## src/include/sep_pkg.sv

```systemverilog
// Shared constants, types and helpers for the serial expansion port
package sep_pkg;

	// ----------------------------------------------------------------
	// Register indices (byte address is four times the index)
	// ----------------------------------------------------------------
	localparam logic [9:0] IDX_SERIAL_CONTROL_CH0 = 10'h060;
	localparam logic [9:0] IDX_SERIAL_STATUS_CH0 = 10'h061;
	localparam logic [9:0] IDX_SERIAL_SHIFT_DATA_CH0 = 10'h062;
	localparam logic [9:0] IDX_SERIAL_CONTROL_CH1 = 10'h064;
	localparam logic [9:0] IDX_SERIAL_STATUS_CH1 = 10'h065;
	localparam logic [9:0] IDX_SERIAL_SHIFT_DATA_CH1 = 10'h066;

	// ----------------------------------------------------------------
	// Field positions and reset values
	// ----------------------------------------------------------------
	localparam int F_FAULT_DISABLE = 7;
	localparam int F_ENABLE = 6;
	localparam int F_BIT_ORDER = 5;
	localparam int F_MASTER = 4;
	localparam int F_POLARITY = 3;
	localparam int F_PHASE = 2;
	localparam int F_RATE_HI = 1;
	localparam int F_RATE_LO = 0;
	localparam int S_XFER_DONE = 7;
	localparam int S_WCOL = 6;
	localparam int S_OVF = 5;
	localparam int S_MODF = 4;
	localparam int S_RX_DONE = 3;
	localparam int S_TX_DONE = 2;
	localparam int S_AUTO_MASK = 1;
	localparam int S_DMA_MODE = 0;
	localparam logic [7:0] CONTROL_RESET = 8'h04;
	localparam logic [7:0] STATUS_RESET = 8'h00;
	localparam logic [7:0] DATA_RESET = 8'h00;
	localparam logic [7:0] CONTROL_READ_MASK = 8'h7f;
	localparam logic [7:0] DISABLED_DATA = 8'h00;
	localparam logic [3:0] LAST_EDGE = 4'hf;
	localparam logic [5:0] DIV_BY [4] = '{6'h02, 6'h04, 6'h08, 6'h20};

	// ----------------------------------------------------------------
	// Types
	// ----------------------------------------------------------------
	typedef enum logic [1:0] {SEL_NONE, SEL_CONTROL, SEL_STATUS, SEL_DATA} reg_sel_t;
	typedef enum logic [1:0] {ST_IDLE, ST_SHIFT, ST_HOLD} shift_state_t;
	typedef struct packed {logic sclk; logic mosi; logic miso; logic ss_n;} port_in_t;
	typedef struct packed {
		logic sclk_o; logic sclk_oe; logic mosi_o; logic mosi_oe; logic miso_o; logic miso_oe;
	} port_out_t;
	typedef struct packed {
		logic mode_fault_irq; logic error_irq; logic receive_irq; logic transmit_irq;
	} irq_t;
	typedef struct packed {
		logic hit; logic write; reg_sel_t sel; logic [7:0] wdata; logic [7:0] seen;
	} chan_req_t;
	localparam port_in_t PINS_IDLE = 4'h1;

	// ----------------------------------------------------------------
	// Helpers
	// ----------------------------------------------------------------
	function automatic logic [4:0] half_period(input logic [1:0] rate);
		return 5'(DIV_BY[rate] >> 1);
	endfunction : half_period

	function automatic logic out_bit(input logic [7:0] s, input logic lsb_first);
		return lsb_first ? s[0] : s[7];
	endfunction : out_bit

	function automatic logic [7:0] shift_in(input logic [7:0] s, input logic lsb_first,
		input logic b);
		return lsb_first ? {b, s[7:1]} : {s[6:0], b};
	endfunction : shift_in

	function automatic reg_sel_t decode_reg(input logic [9:0] idx, input logic [9:0] ctl,
		input logic [9:0] sts, input logic [9:0] dat);
		return idx == ctl ? SEL_CONTROL : idx == sts ? SEL_STATUS : idx == dat ? SEL_DATA :
			SEL_NONE;
	endfunction : decode_reg

endpackage : sep_pkg

```

## src/rtl/serial_expansion_port.sv

```systemverilog
// Two-channel synchronous serial expansion port with APB registers
`timescale 1ns/1ps

module serial_port_unit import sep_pkg::*; (
	input wire logic pclk,
	input wire logic presetn,
	input wire chan_req_t req,
	output logic [7:0] rdata,
	input wire port_in_t pin_in,
	output port_out_t pin_out,
	output irq_t irq
);
	// ----------------------------------------------------------------
	// State
	// ----------------------------------------------------------------
	logic [7:0] ctrl;
	logic xfer_done, wcol, ovf, modf, rx_done, tx_done, auto_mask, dma_mode;
	logic arm_done, arm_wcol, arm_ovf, arm_modf;
	logic [7:0] shreg;
	shift_state_t st;
	logic [3:0] edge_cnt;
	logic [4:0] div_cnt;
	port_in_t meta, sync;
	logic sclk_prev;
	logic done_p, wcol_p, ovf_p, modf_p, rx_p, tx_p;

	// ----------------------------------------------------------------
	// Decode
	// ----------------------------------------------------------------
	wire logic en = ctrl[F_ENABLE];
	wire logic master = ctrl[F_MASTER];
	wire logic pol = ctrl[F_POLARITY];
	wire logic pha = ctrl[F_PHASE];
	wire logic lsb = ctrl[F_BIT_ORDER];
	wire logic [1:0] rate = ctrl[F_RATE_HI:F_RATE_LO];
	wire logic [7:0] w = req.wdata;
	wire logic slave_act = en && !master && !sync.ss_n;
	wire logic din = master ? sync.miso : sync.mosi;
	wire logic ev = master ? (st == ST_SHIFT && div_cnt == 5'h00) :
		(slave_act && (sync.sclk ^ sclk_prev) && st != ST_HOLD);
	wire logic lead = ev && !edge_cnt[0];
	wire logic trail = ev && edge_cnt[0];
	wire logic sample = pha ? trail : lead;
	wire logic change = pha ? lead : trail;
	wire logic done = trail && edge_cnt == LAST_EDGE;
	wire logic busy = st == ST_SHIFT || (slave_act && !pha);
	wire logic fault = master && !ctrl[F_FAULT_DISABLE] && !sync.ss_n;
	wire logic data_acc = req.hit && req.sel == SEL_DATA;
	wire logic data_wr = data_acc && req.write && en;
	wire logic data_rd = data_acc && !req.write && en;
	wire logic ctl_wr = req.hit && req.write && req.sel == SEL_CONTROL;
	wire logic sts_wr = req.hit && req.write && req.sel == SEL_STATUS;
	wire logic sts_rd = req.hit && !req.write && req.sel == SEL_STATUS;
	wire logic collide = data_wr && busy;
	wire logic autoshift = data_rd && dma_mode && master && auto_mask && !busy;
	wire logic start = master && !busy && !fault && (data_wr || autoshift);
	wire logic w1c = sts_wr && dma_mode;
	wire logic hold_release = st == ST_HOLD && sync.ss_n;
	wire logic [7:0] status_compat = {xfer_done, wcol, ovf && !master, modf, 4'h0};
	wire logic [7:0] status_dma = {1'b0, wcol, ovf && !master, modf, rx_done, tx_done,
		auto_mask, 1'b1};
	wire logic [7:0] status_view = dma_mode ? status_dma : status_compat;

	// Bits that do not apply read as zero
	assign rdata = req.sel == SEL_CONTROL ? (ctrl & CONTROL_READ_MASK) :
		req.sel == SEL_STATUS ? status_view :
		(req.sel == SEL_DATA && en) ? shreg : DISABLED_DATA;

	// ----------------------------------------------------------------
	// Pin synchronisers
	// ----------------------------------------------------------------
	always_ff @(posedge pclk or negedge presetn) begin
		if (!presetn) begin
			meta <= PINS_IDLE;
			sync <= PINS_IDLE;
			sclk_prev <= 1'b0;
		end else begin
			meta <= pin_in;
			sync <= meta;
			sclk_prev <= sync.sclk;
		end
	end

	// ----------------------------------------------------------------
	// Control register
	// ----------------------------------------------------------------
	always_ff @(posedge pclk or negedge presetn) begin
		if (!presetn) begin
			ctrl <= CONTROL_RESET;
		end else begin
			if (ctl_wr)
				ctrl <= w;
			// Fault wins over a control write in the same cycle
			if (fault) begin
				ctrl[F_MASTER] <= 1'b0;
				ctrl[F_ENABLE] <= 1'b0;
			end
		end
	end

	// ----------------------------------------------------------------
	// Status flags: clears first, sets last so an event is never lost
	// ----------------------------------------------------------------
	always_ff @(posedge pclk or negedge presetn) begin
		if (!presetn) begin
			xfer_done <= STATUS_RESET[S_XFER_DONE];
			wcol <= STATUS_RESET[S_WCOL];
			ovf <= STATUS_RESET[S_OVF];
			modf <= STATUS_RESET[S_MODF];
			rx_done <= STATUS_RESET[S_RX_DONE];
			tx_done <= STATUS_RESET[S_TX_DONE];
			auto_mask <= STATUS_RESET[S_AUTO_MASK];
			dma_mode <= STATUS_RESET[S_DMA_MODE];
			arm_done <= 1'b0;
			arm_wcol <= 1'b0;
			arm_ovf <= 1'b0;
			arm_modf <= 1'b0;
		end else begin
			if (sts_rd && !dma_mode) begin
				arm_done <= req.seen[S_XFER_DONE];
				arm_wcol <= req.seen[S_WCOL];
				arm_ovf <= req.seen[S_OVF];
				arm_modf <= req.seen[S_MODF];
			end
			if (data_acc && !dma_mode) begin
				if (arm_done)
					xfer_done <= 1'b0;
				if (arm_wcol)
					wcol <= 1'b0;
				if (arm_ovf)
					ovf <= 1'b0;
				arm_done <= 1'b0;
				arm_wcol <= 1'b0;
				arm_ovf <= 1'b0;
			end
			if (ctl_wr && !dma_mode) begin
				if (arm_modf)
					modf <= 1'b0;
				arm_modf <= 1'b0;
				if (w[F_MASTER] && !master)
					ovf <= 1'b0;
			end
			if (w1c) begin
				if (w[S_WCOL])
					wcol <= 1'b0;
				if (w[S_OVF] && !master)
					ovf <= 1'b0;
				if (w[S_MODF])
					modf <= 1'b0;
				if (w[S_RX_DONE])
					rx_done <= 1'b0;
				if (w[S_TX_DONE])
					tx_done <= 1'b0;
				auto_mask <= w[S_AUTO_MASK];
			end
			if (sts_wr)
				dma_mode <= w[S_DMA_MODE];
			if (sts_wr && dma_mode && !w[S_DMA_MODE]) begin
				rx_done <= 1'b0;
				tx_done <= 1'b0;
			end
			if (data_rd && dma_mode)
				rx_done <= 1'b0;
			if (data_wr && dma_mode)
				tx_done <= 1'b0;
			if (collide)
				wcol <= 1'b1;
			if (fault)
				modf <= 1'b1;
			if (done && !dma_mode) begin
				xfer_done <= 1'b1;
				if (!master && xfer_done)
					ovf <= 1'b1;
			end
			if (done && dma_mode) begin
				rx_done <= 1'b1;
				if (!master && rx_done)
					ovf <= 1'b1;
				// A phase-0 slave may not be rewritten until select rises
				if (master || pha)
					tx_done <= 1'b1;
			end
			if (hold_release && dma_mode)
				tx_done <= 1'b1;
		end
	end

	// ----------------------------------------------------------------
	// Shift engine and pins
	// ----------------------------------------------------------------
	always_ff @(posedge pclk or negedge presetn) begin
		if (!presetn) begin
			st <= ST_IDLE;
			edge_cnt <= 4'h0;
			div_cnt <= 5'h00;
			shreg <= DATA_RESET;
			pin_out <= '0;
		end else begin
			if (data_wr && !busy)
				shreg <= w;
			if (autoshift)
				shreg <= 8'h00;
			if (sample)
				shreg <= shift_in(shreg, lsb, din);
			if (change || (edge_cnt == 4'h0 && !pha)) begin
				pin_out.mosi_o <= out_bit(shreg, lsb);
				pin_out.miso_o <= out_bit(shreg, lsb);
			end
			if (st != ST_SHIFT)
				pin_out.sclk_o <= pol;
			else if (master && ev)
				pin_out.sclk_o <= !pin_out.sclk_o;
			pin_out.sclk_oe <= en && master && !fault;
			pin_out.mosi_oe <= en && master && !fault;
			pin_out.miso_oe <= slave_act;
			case (st)
				ST_IDLE: begin
					edge_cnt <= 4'h0;
					if (start) begin
						st <= ST_SHIFT;
						div_cnt <= half_period(rate);
					end else if (ev) begin
						st <= ST_SHIFT;
						edge_cnt <= 4'h1;
					end
				end
				ST_SHIFT: begin
					if (master)
						div_cnt <= div_cnt == 5'h00 ? half_period(rate) - 5'h01 :
							div_cnt - 5'h01;
					if (ev)
						edge_cnt <= edge_cnt + 4'h1;
					if (done) begin
						st <= (!master && !pha) ? ST_HOLD : ST_IDLE;
						edge_cnt <= 4'h0;
					end
					// Slave select rising mid-byte discards the partial byte
					if (!en || fault || (!master && sync.ss_n)) begin
						st <= ST_IDLE;
						edge_cnt <= 4'h0;
					end
				end
				ST_HOLD: begin
					if (sync.ss_n || !en)
						st <= ST_IDLE;
				end
				default: st <= ST_IDLE;
			endcase
		end
	end

	// ----------------------------------------------------------------
	// Event pulses on flag rising edges
	// ----------------------------------------------------------------
	always_ff @(posedge pclk or negedge presetn) begin
		if (!presetn) begin
			{done_p, wcol_p, ovf_p, modf_p, rx_p, tx_p} <= 6'h00;
			irq <= '0;
		end else begin
			{done_p, wcol_p, ovf_p, modf_p, rx_p, tx_p} <= {xfer_done, wcol, ovf, modf,
				rx_done, tx_done};
			irq.mode_fault_irq <= modf && !modf_p;
			irq.error_irq <= dma_mode ? (!master && ((wcol && !wcol_p && !auto_mask) ||
				(ovf && !ovf_p && auto_mask))) : (xfer_done && !done_p);
			irq.receive_irq <= dma_mode && rx_done && !rx_p;
			irq.transmit_irq <= dma_mode && tx_done && !tx_p;
		end
	end

	// ----------------------------------------------------------------
	// Checks
	// ----------------------------------------------------------------
	data_gate_a: assert property (@(posedge pclk) disable iff (!presetn)
		(req.sel == SEL_DATA && !en) |-> rdata == 8'h00) else $error("data not zero when off");
	wcol_set_a: assert property (@(posedge pclk) disable iff (!presetn)
		collide |=> wcol) else $error("collision flag not set");
	wcol_w1c_a: assert property (@(posedge pclk) disable iff (!presetn)
		(w1c && wcol && !w[S_WCOL]) |=> wcol) else $error("collision flag cleared by zero");
	fault_exit_a: assert property (@(posedge pclk) disable iff (!presetn)
		fault |=> (modf && !ctrl[F_MASTER] && !ctrl[F_ENABLE] && !pin_out.sclk_oe &&
		!pin_out.mosi_oe)) else $error("mode fault not handled");
	fault_irq_a: assert property (@(posedge pclk) disable iff (!presetn)
		(fault && !modf) |=> ##1 irq.mode_fault_irq) else $error("no mode fault pulse");
	byte_len_a: assert property (@(posedge pclk) disable iff (!presetn)
		(start && !fault) |=> st == ST_SHIFT ##[16:600] st != ST_SHIFT)
		else $error("master byte length wrong");
	idle_level_a: assert property (@(posedge pclk) disable iff (!presetn)
		(st != ST_SHIFT) |=> pin_out.sclk_o == $past(pol)) else $error("clock idle level");
	auto_start_a: assert property (@(posedge pclk) disable iff (!presetn)
		(autoshift && !fault) |=> (st == ST_SHIFT && shreg == 8'h00))
		else $error("automatic shift not started");
	rx_clear_a: assert property (@(posedge pclk) disable iff (!presetn)
		(data_rd && dma_mode && !done) |=> !rx_done) else $error("receive flag kept");
	ovf_compat_a: assert property (@(posedge pclk) disable iff (!presetn)
		(done && !dma_mode && !master && xfer_done) |=> ovf) else $error("overflow missed");

endmodule : serial_port_unit

// Notes on behaviour
// - Bit 7 set disables mode fault detection
// - Port off: data writes ignored, reads zero
// - Bit order zero sends MSB first
// - Master select: zero slave, one master
// - Polarity chooses clock idle level
// - Master divides by 2, 4, 8, 32
// - Transfer flag: set at end, read-then-access clear
// - Write during shift: collision flag, shift untouched
// - DMA collision flag write-one-clear, slave error event
// - Compat slave overflow when done flag pending
// - DMA slave overflow when receive flag pending
// - Inapplicable status bits read zero, ignore writes
// - Mode fault: flag, tri-state, drop master, enable
// - Mode fault clear: read-then-control-write or write-one
// - Receive flag after eight clocks, three clears
// - Transmit flag when byte out, three clears
// - Autoshift master read clears data, starts byte
// - Master data write starts transfer
// - Phase zero samples on first edge
// - Phase one samples on second edge
// - Master makes eight clock cycles per byte
// - Unselected slave ignores clock, output off
module serial_expansion_port import sep_pkg::*; (
	input wire logic pclk,
	input wire logic presetn,
	input wire logic psel,
	input wire logic penable,
	input wire logic pwrite,
	input wire logic [11:0] paddr,
	input wire logic [31:0] pwdata,
	output logic [31:0] prdata,
	output logic pready,
	output logic pslverr,
	input wire port_in_t pins_in [2],
	output port_out_t pins_out [2],
	output irq_t irqs [2]
);
	// ----------------------------------------------------------------
	// APB decode; read data is registered in the setup cycle, so no wait state
	// ----------------------------------------------------------------
	wire logic [9:0] idx = paddr[11:2];
	wire reg_sel_t sel0 = decode_reg(idx, IDX_SERIAL_CONTROL_CH0, IDX_SERIAL_STATUS_CH0,
		IDX_SERIAL_SHIFT_DATA_CH0);
	wire reg_sel_t sel1 = decode_reg(idx, IDX_SERIAL_CONTROL_CH1, IDX_SERIAL_STATUS_CH1,
		IDX_SERIAL_SHIFT_DATA_CH1);
	wire logic setup = psel && !penable && !pready;
	wire logic complete = psel && penable && pready;
	wire logic mapped = sel0 != SEL_NONE || sel1 != SEL_NONE;
	wire chan_req_t req0 = '{hit: complete && sel0 != SEL_NONE, write: pwrite, sel: sel0,
		wdata: pwdata[7:0], seen: prdata[7:0]};
	wire chan_req_t req1 = '{hit: complete && sel1 != SEL_NONE, write: pwrite, sel: sel1,
		wdata: pwdata[7:0], seen: prdata[7:0]};
	logic [7:0] rdata0, rdata1;

	always_ff @(posedge pclk or negedge presetn) begin
		if (!presetn) begin
			prdata <= 32'h00000000;
			pready <= 1'b0;
			pslverr <= 1'b0;
		end else begin
			pready <= setup;
			pslverr <= setup && !mapped;
			if (setup)
				prdata <= {24'h000000, sel0 != SEL_NONE ? rdata0 : rdata1};
		end
	end

	// ----------------------------------------------------------------
	// Channels
	// ----------------------------------------------------------------
	serial_port_unit u_ch0 (
		.pclk(pclk),
		.presetn(presetn),
		.req(req0),
		.rdata(rdata0),
		.pin_in(pins_in[0]),
		.pin_out(pins_out[0]),
		.irq(irqs[0])
	);

	serial_port_unit u_ch1 (
		.pclk(pclk),
		.presetn(presetn),
		.req(req1),
		.rdata(rdata1),
		.pin_in(pins_in[1]),
		.pin_out(pins_out[1]),
		.irq(irqs[1])
	);

endmodule : serial_expansion_port

```

## config.mk

```make
export PLATFORM = sky130hd
export DESIGN_NAME = serial_expansion_port
export DESIGN_NICKNAME = d
export VERILOG_FILES = /design/src/include/sep_pkg.sv /design/src/rtl/serial_expansion_port.sv
export SDC_FILE = /design/constraint.sdc
export NUM_CORES = 1
export LEC_CHECK = 0
export BUFFER_PORTS_ARGS = -buffer_cell sky130_fd_sc_hd__buf_2
export CAP_MARGIN = 20
export CORE_ASPECT_RATIO = 1.1
export CORE_MARGIN = 1
export CORE_UTILIZATION = 30
export CTS_CLUSTER_DIAMETER = 100
export DETAILED_ROUTE_END_ITERATION = 12
export GPL_TIMING_DRIVEN = 0
export PLACE_DENSITY = 0.6
export SLEW_MARGIN = 20
export SYNTH_ARGS = -nofsm -noshare
export SYNTH_HDL_FRONTEND = slang
export SYNTH_SLANG_ARGS = --single-unit
export TNS_END_PERCENT = 50
```

## constraint.sdc

```tcl
create_clock -name pclk -period 6.05 [get_ports pclk]
set_input_delay 0.3025 -clock pclk [delete_from_list [all_inputs] [get_ports pclk]]
set_output_delay 0.3025 -clock pclk [all_outputs]
set_load 0.03 [all_outputs]
```

# After elaboration in Yosys (flattened, before gate mapping)
# Cells that the tools add are included.
dict set report totals {
  ff_bits 134
  inputBits 57
  wordCells 528
  romBits 0
  ramBits 0
  latchBits 0
  mem_count 0
}
dict set report op_classes {
  eq_ne 34
  n_shift 0
  n_bitwise 4
  n_reduce_logical 227
  mux 170
  add_sub_neg 6
  n_div 0
  mul 0
  magnitude_cmp 2
}
# cell n
set ops {}
lappend ops {{$mux W8} 17}
lappend ops {{$logic_and A1 B1 Y1} 133}
lappend ops {{$mux W1} 107}
lappend ops {{$eq A10 B7 Y1 const B} 6}
lappend ops {{$logic_not A1 Y1} 39}
lappend ops {{$mux W2} 18}
lappend ops {{$mux W4} 8}
lappend ops {{$reduce_bool A2 Y1} 16}
lappend ops {{$mux W5} 6}
lappend ops {{$bmux W6 S2} 2}
lappend ops {{$mux W6} 4}
lappend ops {{$pmux W5 S2} 2}
lappend ops {{$sub A5 B1 Y5 const B} 4}
lappend ops {{$logic_or A1 B1 Y1} 17}
lappend ops {{$pmux W4 S2} 2}
lappend ops {{$reduce_bool A4 Y1} 4}
lappend ops {{$mux W7} 2}
lappend ops {{$eq A2 B2 Y1 const B} 6}
lappend ops {{$ne A2 B1 Y1 const B} 6}
lappend ops {{$pmux W2 S3} 2}
lappend ops {{$reduce_and A2 Y1} 6}
lappend ops {{$reduce_and A3 Y1} 4}
lappend ops {{$logic_not A5 Y1} 2}
lappend ops {{$add A4 B1 Y4 const B} 2}
lappend ops {{12 further kinds} 28}

# Logic depth before layout (Yosys ltp)
# Gate-level depths: netlist of run 1.
dict set report logic_depth {
  depth_word 17
  ltp_mapped 9
  mapped_depth_nobuf 9
}

# Modules after synthesis
# Synthesis of run 1 repeated with hierarchy kept, for this count alone.
dict set report hier_totals {
  cells_unflattened 714
  hier_area_um2 7209.4
}
# mod cells_each instances area_each_um2
set by_module_without_submodules {}
lappend by_module_without_submodules {{serial_port_unit at u_ch0} 308 1 3229.3}
lappend by_module_without_submodules {{serial_port_unit at u_ch1} 305 1 3118.0}
lappend by_module_without_submodules {serial_expansion_port 101 1 862.1}

# Worst setup path after synthesis of run 1
# No wires, ideal clock.
dict set report synth_path {
  path_type {register to register}
  startpoint {reg u_ch0.div_cnt[4]}
  endpoint {reg u_ch0.div_cnt[4]}
  synth_period_minus_slack_ns 2.392
  setup_time_ns 0.067
  stages_incl_launch_ff 10
  n_path_buf 0
  t_arrival_ns 2.325
  setup_slack_ns 3.658
  cell_sequence {dfrtp_1 nor2_1 and2_1 a21oi_1 ha_1 or3b_2 a2111oi_0 a311oi_1 a41oi_1 o311a_1}
}
dict set report synth_via {
  elab_chain_cells 4
  word_cells_on_any_way 5
}
# item line
set synth_rtl {}
lappend synth_rtl {{from (decl)} serial_expansion_port.sv:22} ;# logic [4:0] div_cnt;
lappend synth_rtl {{from (signal assigned)} serial_expansion_port.sv:221} ;# div_cnt <= half_period(rate);
lappend synth_rtl {{from (signal assigned)} serial_expansion_port.sv:229} ;# div_cnt <= div_cnt == 5'h00 ? half_period(rate) - 5'h01 :
lappend synth_rtl {{$sub A5 B1 Y5 or $logic_not A5 Y1 (tied branches)} {serial_expansion_port.sv:230, serial_expansion_port.sv:229}}
lappend synth_rtl {{$mux W5 (*)} serial_expansion_port.sv:229}
lappend synth_rtl {{$mux W5 (*)} serial_expansion_port.sv:228} ;# if (master)
lappend synth_rtl {{$pmux W5 S2 (*)} serial_expansion_port.sv:216} ;# case (st)
# Every way passes the cells marked *; elsewhere a longest branch is shown, timed or not. The select of a mux whose other input is x is not followed.
# A chain may end at the register's enable or synchronous reset.

# Worst setup path in the final report of run 1
dict set report layout_path {
  startpoint {reg u_ch0.ctrl[0]}
  endpoint {reg u_ch0.div_cnt[4]}
}
dict set report layout_via {
  elab_chain_cells 8
  word_cells_on_any_way 9
}
# item line
set layout_rtl {}
lappend layout_rtl {{from (decl)} serial_expansion_port.sv:16} ;# logic [7:0] ctrl;
lappend layout_rtl {{from (signal assigned)} serial_expansion_port.sv:92} ;# ctrl <= w;
lappend layout_rtl {{$not A2 Y3 (not written as such) (*)} sep_pkg.sv:62} ;# return 5'(DIV_BY[rate] >> 1);
lappend layout_rtl {{$bmux W6 S2 (*)} sep_pkg.sv:62}
lappend layout_rtl {{$mux W6 (not written as such) (*) (2 in a row)} sep_pkg.sv:62}
lappend layout_rtl {{$sub A5 B1 Y5} serial_expansion_port.sv:229}
lappend layout_rtl {{$mux W5} serial_expansion_port.sv:229}
lappend layout_rtl {{$mux W5} serial_expansion_port.sv:228}
lappend layout_rtl {{$pmux W5 S2 (*)} serial_expansion_port.sv:216}
# Marked as above.

==> results of run 1 <==
## metal layers
metal | global-route usage, % | vias up | share of wire [%]
met5 | 0 | - | 0
met4 | 6.34 | 0 | 2.4
li1 | - | 2938 | -
met2 | 29.0 | 236 | 48
met3 | 4.34 | 35 | 6.3
met1 | 23.4 | 3036 | 44
## worst min-delay path: cells and delay by family
kind	cells	cell delay [ps]
buffers and inverters	1	90
AO/OA/AOI/OAI	1	130
multiplexers	1	60
## how the worst max path moves through the flow
stage | from | slack (ps) | end | cells past startpoint
final | u_ch0.ctrl[0]$_DFFE_PN0N_ | 3310 | u_ch0.div_cnt[4]$_DFFE_PN0P_ | 9
after global routing | u_ch0.ctrl[0]$_DFFE_PN0N_ | 2990 | u_ch0.div_cnt[4]$_DFFE_PN0P_ | 9
after CTS | u_ch0.ctrl[0]$_DFFE_PN0N_ | 3320 | u_ch0.div_cnt[4]$_DFFE_PN0P_ | 9
after detailed placement | u_ch0.ctrl[0]$_DFFE_PN0N_ | 3340 | u_ch0.div_cnt[4]$_DFFE_PN0P_ | 9
after global placement | presetn | 2740 | u_ch0.edge_cnt[2]$_DFFE_PN0P_ | 1
after floorplan | u_ch0.div_cnt[4]$_DFFE_PN0P_ | 3660 | u_ch0.div_cnt[4]$_DFFE_PN0P_ | 9
## registers in the layout, summed over array words and instances (netlist names), 2 cells and up
| register | cells |
|---|---|
| u_ch0.meta | 4 |
| u_ch1.irq | 4 |
| u_ch0.irq | 4 |
| prdata | 8 |
| u_ch1.div_cnt | 5 |
| u_ch0.pin_out | 4 |
| u_ch0.st | 2 |
| u_ch0.edge_cnt | 4 |
| u_ch0.ctrl | 8 |
| u_ch0.sync | 4 |
| u_ch1.sync | 4 |
| u_ch1.st | 2 |
| u_ch1.meta | 4 |
| u_ch0.div_cnt | 5 |
| u_ch1.shreg | 8 |
| u_ch0.shreg | 8 |
| u_ch1.edge_cnt | 4 |
| u_ch1.ctrl | 8 |
| u_ch1.pin_out | 4 |
## power by group
group | internal, mW | total, mW | leakage (nW) | switching (mW)
clock network | 0.717 | 1.14 | 0.311 | 0.418
registers | 0.907 | 0.916 | 1.65 | 0.00867
logic | 0.0368 | 0.120 | 1.90 | 0.0830
total | 1.66 | 2.17 | 3.86 | 0.510
## stage by stage
step / cell area (um2) / std cells
floorplan: 7290 / 778
global placement: 7950 / 1139
detailed placement: 7990 / 1140
CTS: 8720 / 1181
global route: 8720 / 1181
finish: 8720 / 1181
## synth_stat cells (12+ instances only)
cell,n
o21ai_0,39
buf_4,29
o22ai_1,12
dfrtp_1,128
clkbuf_1,28
nand2_1,94
nor3_1,28
nand4_1,13
inv_1,30
nand3_1,16
nor2_1,49
a21oi_1,33
mux2i_1,24
## kinds of logic after synthesis
logic type	Yosys count	synth area share, %
flip-flops	134	46.7
AND/OR/NAND/NOR	274	19.8
XOR/XNOR	7	0.851
multiplexers	34	4.90
other	1	0.0521
AO/OA/AOI/OAI	197	19.5
buffers and inverters	102	7.16
adder cells (fa/ha/maj)	6	1.04
## final cells by class
| cell class | count | area share, % |
|---|---|---|
| Buffer | 70 | 4.53 |
| Timing Repair Buffer | 66 | 4.68 |
| Multi-Input combinational cell | 542 | 39.1 |
| Clock buffer | 19 | 5.19 |
| Inverter | 32 | 1.38 |
| Sequential cell | 134 | 38.5 |
| Tap cell | 305 | 4.37 |
| Clock inverter | 13 | 2.21 |
==> impl_metrics.csv, run 1 <==
group,metric,value,unit
setup_path,cpMaxStageDelayCell,"or3b_2",
setup_path,critPathMaxStageDelay,500,ps
min_path,holdPathEnd,"u_ch0.shreg[7]$_DFFE_PN0P_",
finish,seqCellArea,3360,um2
timing,hold_viol_final,0,
clocking,clockBufferDepth,2,
finish,area_delta_synth_final,21.1,%
detailed_routing,vias_per_cell,5.29,
timing,period_share,45.3,%
logic_synthesis,ys_types,82,
setup_path,start_kind,"register",
logic_synthesis,synth_seq_area_share,46.7,%
logic_synthesis,yosysTopAreaCell,"dfrtp_1",
grt,grt-ovfl-total,0,
logic_synthesis,yosysWarningCount,0,
power_and_ir_drop,power_density,249,nW/um2
clocking,cts_tree,"yes",
detailed_routing,antenna_left,0,
detailed_routing,vias,6245,
finish,fill_cells,2419,
floorplanning,initial_core_util,30.5,%
finish,final_cell_mix,"dfrtp_1, nand2_1, buf_2, nor2_1, o21ai_0",
logic_synthesis,synth_flop_cell,"dfrtp_1",
timing,tightest_slew,1070,ps
clocking,cts_resized,0,
finish,multi_input_area,3410,um2
floorplanning,die_area,24600,um2
setup_path,worstReg2RegStart,"u_ch0.ctrl[0]$_DFFE_PN0N_",
floorplanning,die_x,150,um
detailed_routing,routedWlPerCell,18.0,um
place,post-dp-hpwl,15.6,mm
clocking,clkTransAtPathRegs,60,ps
grt,grt_pass1_vias,5908,
floorplanning,io_pins,111,
floorplanning,coreArea,23600,um2
logic_synthesis,yosys_register_bits,134,
grt,grt_max_degree,69,
timing,fin_ws,3310,ps
timing,finalClockSkew,11.0,ps
min_path,hold_class,"in2reg",
min_path,holdPathStages,3,
power_and_ir_drop,power.total,2.17,mW
detailed_routing,drt_iter0_drc,395,
place,dp_slack,3340,ps
setup_path,timing.rr.end,"u_ch0.div_cnt[4]$_DFFE_PN0P_",
min_path,min_from,"pwdata[7]",
clocking,cts_made_buffers,17,
finish,fin_nets,926,
finish,final_common_cell,"dfrtp_1",
setup_path,cp_max_fo,9,
timing,fmax,365,MHz
setup_path,cp.arrival,3110,ps
clocking,insertion_delay,430,ps
logic_synthesis,async_flop_share,100,%
timing,relSlewSlack,28.0,%
setup_path,reg2reg_depth,9,
logic_synthesis,syn_inst,755,
power_and_ir_drop,ir_drop,183,uV
place,place_congestion,0.915,
detailed_routing,first_pass_iters,5,
floorplanning,die_y,165,um
clocking,root_buffer,"clkbuf_16",
logic_synthesis,yosysTopAreaCellShare,44.5,%
logic_synthesis,synth_edf_count,0,
timing,fin_setup_tns,0,ps
run_status,status,"completed",
logic_synthesis,synth.avg_cell_area,9.54,um2
grt,grt_use_total,18.0,%
run,maxCapViolations,0,
setup_path,r2r_slack,3310,ps
timing,rsz0062_at_grt,"false",
setup_path,cp_top_family,"compound AO/OA/AOI/OAI gates",
grt,grt_pass1_wl,33.1,mm
clocking,cts_max_level,4,
logic_synthesis,netlist_area,7200,um2
power_and_ir_drop,leakagePower,3.86,nW
finish,final_util,36.9,%
detailed_routing,wl,21.2,mm
logic_synthesis,ys_top_cells_by_area,"dfrtp_1, nand2_1, mux2i_1",
setup_path,crit_required,6420,ps
finish,antenna_cells,0,
clocking,ctsHoldBuffers,9,
clocking,post_cts_buffers,0,
detailed_routing,drc_errors,0,
floorplanning,rows,59,
timing,finalMaxSlewViolations,0,
timing,post-route-min-period,2740,ps
grt,antenna_found_initial,0,
timing,worst_hold_slack,203,ps
setup_path,end_kind,"register",
timing,final-setup-viol-count,0,
setup_path,cp_cell_sequence,"clkbuf_1, nor2_1, a21oi_1, ha_1, or3b_2, a2111oi_0, a311oi_1, a41oi_1, o311a_1",
clocking,cts_sinks,134,
finish,drive_gt1_share,18.9,%
setup_path,crit_buf_inv,1,
setup_path,path_class,"reg2reg",
place,io_buffers,56,
(Power assumes the default switching activity.)
==> run 2: changes to the inputs <==
==> constraint.sdc (replaced) <==
create_clock -name pclk -period 2.64 [get_ports pclk]
set_input_delay 0.132 -clock pclk [delete_from_list [all_inputs] [get_ports pclk]]
set_output_delay 0.132 -clock pclk [all_outputs]
set_load 0.03 [all_outputs]
==> impl_metrics.csv, run 2 (synthesis results as in run 1) <==
group,metric,value,unit
clocking,insertion_delay,430,ps
setup_path,reg2reg_depth,9,
floorplanning,die_y,165,um
setup_path,critPathCapture,"u_ch0.div_cnt[4]$_DFFE_PN0P_",
setup_path,worstReg2RegStart,"u_ch0.div_cnt[3]$_DFFE_PN0P_",
power_and_ir_drop,ir_drop,418,uV
finish,drive_gt1_share,19.7,%
setup_path,path_class,"reg2reg",
detailed_routing,antenna_left,0,
power_and_ir_drop,power_density,568,nW/um2
floorplanning,die_area,24600,um2
finish,fin_nets,924,
setup_path,crit_start,"u_ch0.div_cnt[3]$_DFFE_PN0P_",
timing,fmax,386,MHz
place,post-dp-hpwl,15.6,mm
timing,tightest_slew,758,ps
timing,post-route-min-period,2590,ps
clocking,post_cts_buffers,0,
power_and_ir_drop,power.total,4.98,mW
clocking,cts_sinks,134,
floorplanning,initial_core_util,30.5,%
timing,final-setup-viol-count,0,
setup_path,end_kind,"register",
grt,grt_pass1_wl,33.3,mm
grt,grt_use_total,18.1,%
run_status,status,"completed",
detailed_routing,first_pass_iters,5,
floorplanning,io_pins,111,
setup_path,cp_max_fo,5,
floorplanning,die_x,150,um
setup_path,crit_required,3000,ps
detailed_routing,drc_errors,0,
timing,rsz0062_at_grt,"true",
min_path,hold_class,"in2reg",
setup_path,cp_num_cells,9,
finish,area_delta_synth_final,21.6,%
finish,final_cell_mix,"dfrtp_1, nand2_1, buf_2, nor2_1, o21ai_0",
clocking,cts_made_buffers,17,
finish,stdcell_count,1179,
timing,hold_viol_final,0,
clocking,clockBufferDepth,2,
grt,grt-ovfl-total,0,
setup_path,r2r_slack,50,ps
clocking,root_buffer,"clkbuf_16",
detailed_routing,routedWlPerCell,18.1,um
clocking,cts_tree,"yes",
timing,finalClockSkew,11.1,ps
grt,grt_max_degree,69,
setup_path,cp_top_family,"compound AO/OA/AOI/OAI gates",
detailed_routing,vias,6214,
timing,relSlewSlack,49.1,%
finish,antenna_cells,0,
detailed_routing,drt_iter0_drc,407,
grt,grt_pass1_vias,5945,
power_and_ir_drop,leakagePower,3.87,nW
place,dp.cells,1140,
setup_path,start_kind,"register",
setup_path,timing.rr.end,"u_ch0.div_cnt[4]$_DFFE_PN0P_",
detailed_routing,vias_per_cell,5.27,
clocking,cts_max_level,4,
clocking,clkTransAtPathRegs,60,ps
setup_path,critPathMaxStageDelay,500,ps
setup_path,cpMaxStageDelayCell,"or3b_2",
grt,antenna_found_initial,0,
place,place_congestion,0.915,
timing,period_share,98.2,%
min_path,holdPathStages,3,
detailed_routing,wl,21.4,mm
setup_path,cp_cell_sequence,"nor2_1, and2_1, a31oi_1, ha_2, or3b_2, a2111oi_2, a311oi_1, a41oi_1, o311a_1",
place,io_buffers,56,
setup_path,crit_buf_inv,0,
run,maxCapViolations,0,
setup_path,cp.arrival,2960,ps
finish,final_common_cell,"dfrtp_1",
timing,finalMaxSlewViolations,0,
min_path,min_from,"pwdata[7]",
floorplanning,rows,59,
floorplanning,coreArea,23600,um2
-- run 2: how the worst min path moves through the flow --
| stage | to |
|---|---|
| floorplan | prdata[0]$_DFFE_PN0P_ |
| global placement | u_ch1.meta[0]$_DFF_PN1_ |
| detailed placement | u_ch1.div_cnt[1]$_DFFE_PN0P_ |
| CTS | u_ch0.dma_mode$_DFFE_PN0N_ |
| global route | u_ch0.dma_mode$_DFFE_PN0N_ |
| finish | u_ch0.shreg[7]$_DFFE_PN0P_ |
-- run 2: final cells by class --
type	count	area [um2]
fill	2419	14900
multi-input combinational	542	3450
sequential	134	3360
clock buffer	19	453
timing repair buffer	66	408
buffer	68	388
tap	305	382
clock inverter	13	193
inverter	32	120
-- run 2: where the power goes --
group          leakage (nW)  switching, mW  internal [mW]
clock network         0.311          0.961           1.64
registers              1.65         0.0202           2.08
logic                  1.91          0.190         0.0844
total                  3.87           1.17           3.81
-- run 2: through the flow --
| stage | TNS (ps) | instance area, um2 | hold slack, ps | util (%) | setup WS (ps) |
|---|---|---|---|---|---|
| after floorplan | 0 | 7290 | -164 | - | 248 |
| after global placement | -62740 | 7950 | 237 | 33.7 | -501 |
| after detailed placement | -71.0 | 7990 | 120 | 33.8 | -71.0 |
| after CTS | 0 | 8730 | 17.0 | 36.9 | 14.7 |
| after global routing | -137 | 8760 | 39.9 | 37.1 | -137 |
| final | 0 | 8760 | 34.1 | 37.1 | 46.2 |
-- run 2: what timing repair did --
action	in CTS	in global routing
gates resized for setup	2	7
hold buffers	9	0
hold endpoints to repair	74	0
endpoints found under the setup margin	1	18
pin swaps	0	1
-- run 2: worst reg2reg max path, cell delays in order, from the launching register on --
cell and delay, ps:
dfrtp_1 420, nor2_1 90, and2_1 230, a31oi_1 190
ha_2 230, or3b_2 500, a2111oi_2 350, a311oi_1 120
a41oi_1 220, o311a_1 180
-- run 2: layer usage --
layer / part of all wire [%] / GRT usage [%] / vias up
met5: 0 / 0 / -
met4: 2.5 / 6.38 / 0
met3: 6.9 / 4.48 / 37
met2: 48 / 29.3 / 227
met1: 43 / 23.3 / 3012
li1: - / - / 2938
==> run 3: changes to the inputs <==
--- a/config.mk
+++ b/config.mk
@@ -8,7 +8,7 @@
 export BUFFER_PORTS_ARGS = -buffer_cell sky130_fd_sc_hd__buf_2
 export CAP_MARGIN = 20
 export CORE_ASPECT_RATIO = 1.1
-export CORE_MARGIN = 1
+export CORE_MARGIN = 2
 export CORE_UTILIZATION = 30
 export CTS_CLUSTER_DIAMETER = 100
 export DETAILED_ROUTE_END_ITERATION = 12
==> impl_metrics.csv, run 3 (synthesis results as in run 1) <==
group,metric,value,unit
min_path,hold_class,"in2reg",
timing,worst_hold_slack,35.7,ps
detailed_routing,vias_per_cell,5.26,
timing,finalMaxSlewViolations,0,
timing,relSlewSlack,50.4,%
clocking,cts_made_buffers,17,
floorplanning,die_y,167,um
timing,rsz0062_at_grt,"true",
grt,antenna_found_initial,0,
place,io_buffers,56,
finish,area_delta_synth_final,21.5,%
timing,post-route-min-period,2640,ps
finish,fill_cells,2435,
power_and_ir_drop,p_clk_share,50.1,%
finish,final_cell_mix,"dfrtp_1, nand2_1, buf_2, nor2_1, o21ai_0",
finish,fin_nets,929,
floorplanning,io_pins,111,
detailed_routing,drc_errors,0,
finish,drive_gt1_share,20.6,%
finish,antenna_cells,0,
power_and_ir_drop,swShare,24.6,%
floorplanning,initial_core_util,30.5,%
place,place_congestion,0.928,
timing,period_share,100,%
power_and_ir_drop,pwr-share-comb,5.8,%
timing,final-setup-viol-count,1,
setup_path,timing.rr.end,"u_ch0.div_cnt[4]$_DFFE_PN0P_",
detailed_routing,drt_iter0_drc,455,
setup_path,crit_start,"u_ch0.div_cnt[0]$_DFFE_PN0P_",
setup_path,r2r_slack,-0.9,ps
setup_path,critPathCapture,"u_ch0.div_cnt[4]$_DFFE_PN0P_",
setup_path,cp.arrival,3000,ps
setup_path,cp_max_fo,5,
place,dp_slack,-59.9,ps
power_and_ir_drop,ir_drop,393,uV
power_and_ir_drop,power_density,543,nW/um2
power_and_ir_drop,p_sw,1.17,mW
clocking,cts_sinks,134,
power_and_ir_drop,leakagePower,3.86,nW
clocking,root_buffer,"clkbuf_16",
power_and_ir_drop,power_frac_seq,44.1,%
power_and_ir_drop,power.total,4.75,mW
detailed_routing,routedWlPerCell,18.0,um
timing,fmax,379,MHz
run_status,status,"finished with violations",
floorplanning,die_x,152,um
clocking,insertion_delay,430,ps
clocking,clockBufferDepth,2,
setup_path,end_kind,"register",
place,post-dp-hpwl,15.6,mm
grt,grt_use_total,17.1,%
min_path,min_from,"pwdata[0]",
grt,grt_max_degree,84,
floorplanning,rows,59,
detailed_routing,antenna_left,0,
timing,hold_viol_final,0,
power_and_ir_drop,p_int,3.58,mW
run,maxCapViolations,0,
detailed_routing,wl,21.3,mm
setup_path,worstReg2RegStart,"u_ch0.div_cnt[0]$_DFFE_PN0P_",
setup_path,reg2reg_depth,9,
grt,grt_pass1_vias,5828,
floorplanning,coreArea,23600,um2
clocking,cts_max_level,4,
run_status,violations,"negative setup slack",
setup_path,path_class,"reg2reg",
detailed_routing,vias,6231,
detailed_routing,first_pass_iters,5,
setup_path,start_kind,"register",
clocking,clkTransAtPathRegs,60,ps
timing,tightest_slew,740,ps
grt,grt_pass1_wl,33.1,mm
grt,grt-ovfl-total,0,
floorplanning,die_area,25300,um2
finish,final_common_cell,"dfrtp_1",
setup_path,crit_required,3000,ps
clocking,cts_tree,"yes",
timing,finalClockSkew,9.38,ps
timing,fin_ws,-0.894,ps
==> run 3: changes by cell type in the layout (fill, tap and decap cells not counted), sizes merged <==
cell and delta:
clkinvlp +3, bufinv -2, clkinv +1, buf +5, inv -1, clkbuf -1
==> run 3: what timing repair did <==
item | 4_1_cts | 5_1_grt
endpoints found under the setup margin | 1 | 22
resized for setup | 3 | 11
pin swaps | 0 | 4
hold buffers | 9 | 0
setup buffers | 0 | 5
endpoints found under the hold margin | 59 | 0
==> run 3: area by class of cell <==
class / instances / area [um2] / area share [%]
plain buffers: 68 / 389 / 4.45
clock buffers: 18 / 439 / 5.02
clock inverters: 14 / 151 / 1.73
inverters: 32 / 120 / 1.37
multi-input cells: 542 / 3460 / 39.6
flip-flops and latches: 134 / 3360 / 38.4
well taps: 305 / 382 / 4.36
repair buffers: 71 / 445 / 5.09
==> run 3: per-stage QoR <==
step | setup TNS (ps) | instance area (um2) | instances | util (%)
floorplan | 0 | 7290 | 778 | -
global placement | -64690 | 7950 | 1139 | 33.7
detailed placement | -60.6 | 7990 | 1140 | 33.8
CTS | 0 | 8670 | 1180 | 36.7
global route | -174 | 8750 | 1184 | 37.1
finish | -0.894 | 8750 | 1184 | 37.1
==> run 3: power groups by stage <==
| stage | registers, mW | clock network (mW) | logic, mW |
|---|---|---|---|
| after global routing | 2.10 | 2.51 | 0.300 |
| after CTS | 2.10 | 2.42 | 0.275 |
| final | 2.10 | 2.38 | 0.275 |
| after global placement | 2.13 | 0 | 0.257 |
| after detailed placement | 2.13 | 0 | 0.265 |
| after floorplan | 2.14 | 0 | 0.138 |
==> run 3: critical path, stage by stage (launching register included) <==
cell and delay (ps):
dfrtp_1 430, nor3_2 100, and2_2 220, a21oi_2 180, ha_2 230, or3b_2 510
a2111oi_2 380, a311oi_1 120, a41oi_1 220, o311a_1 180
==> run 3: worst min-delay path by stage <==
stage,endpoint,cells past startpoint
detailed placement,u_ch1.div_cnt[0]$_DFFE_PN0P_,1
CTS,u_ch0.dma_mode$_DFFE_PN0N_,3
global placement,u_ch1.meta[0]$_DFF_PN1_,1
finish,u_ch0.dma_mode$_DFFE_PN0N_,3
floorplan,prdata[0]$_DFFE_PN0P_,0
global route,u_ch0.shreg[7]$_DFFE_PN0P_,3
==> run 3: routing by layer <==
metal,up-vias,routed length (um),track usage [%]
met1,3054,9320,22.8
met2,194,10200,27.1
met3,35,1240,3.84
li1,2948,-,-
met5,-,0,0
met4,0,531,6.28
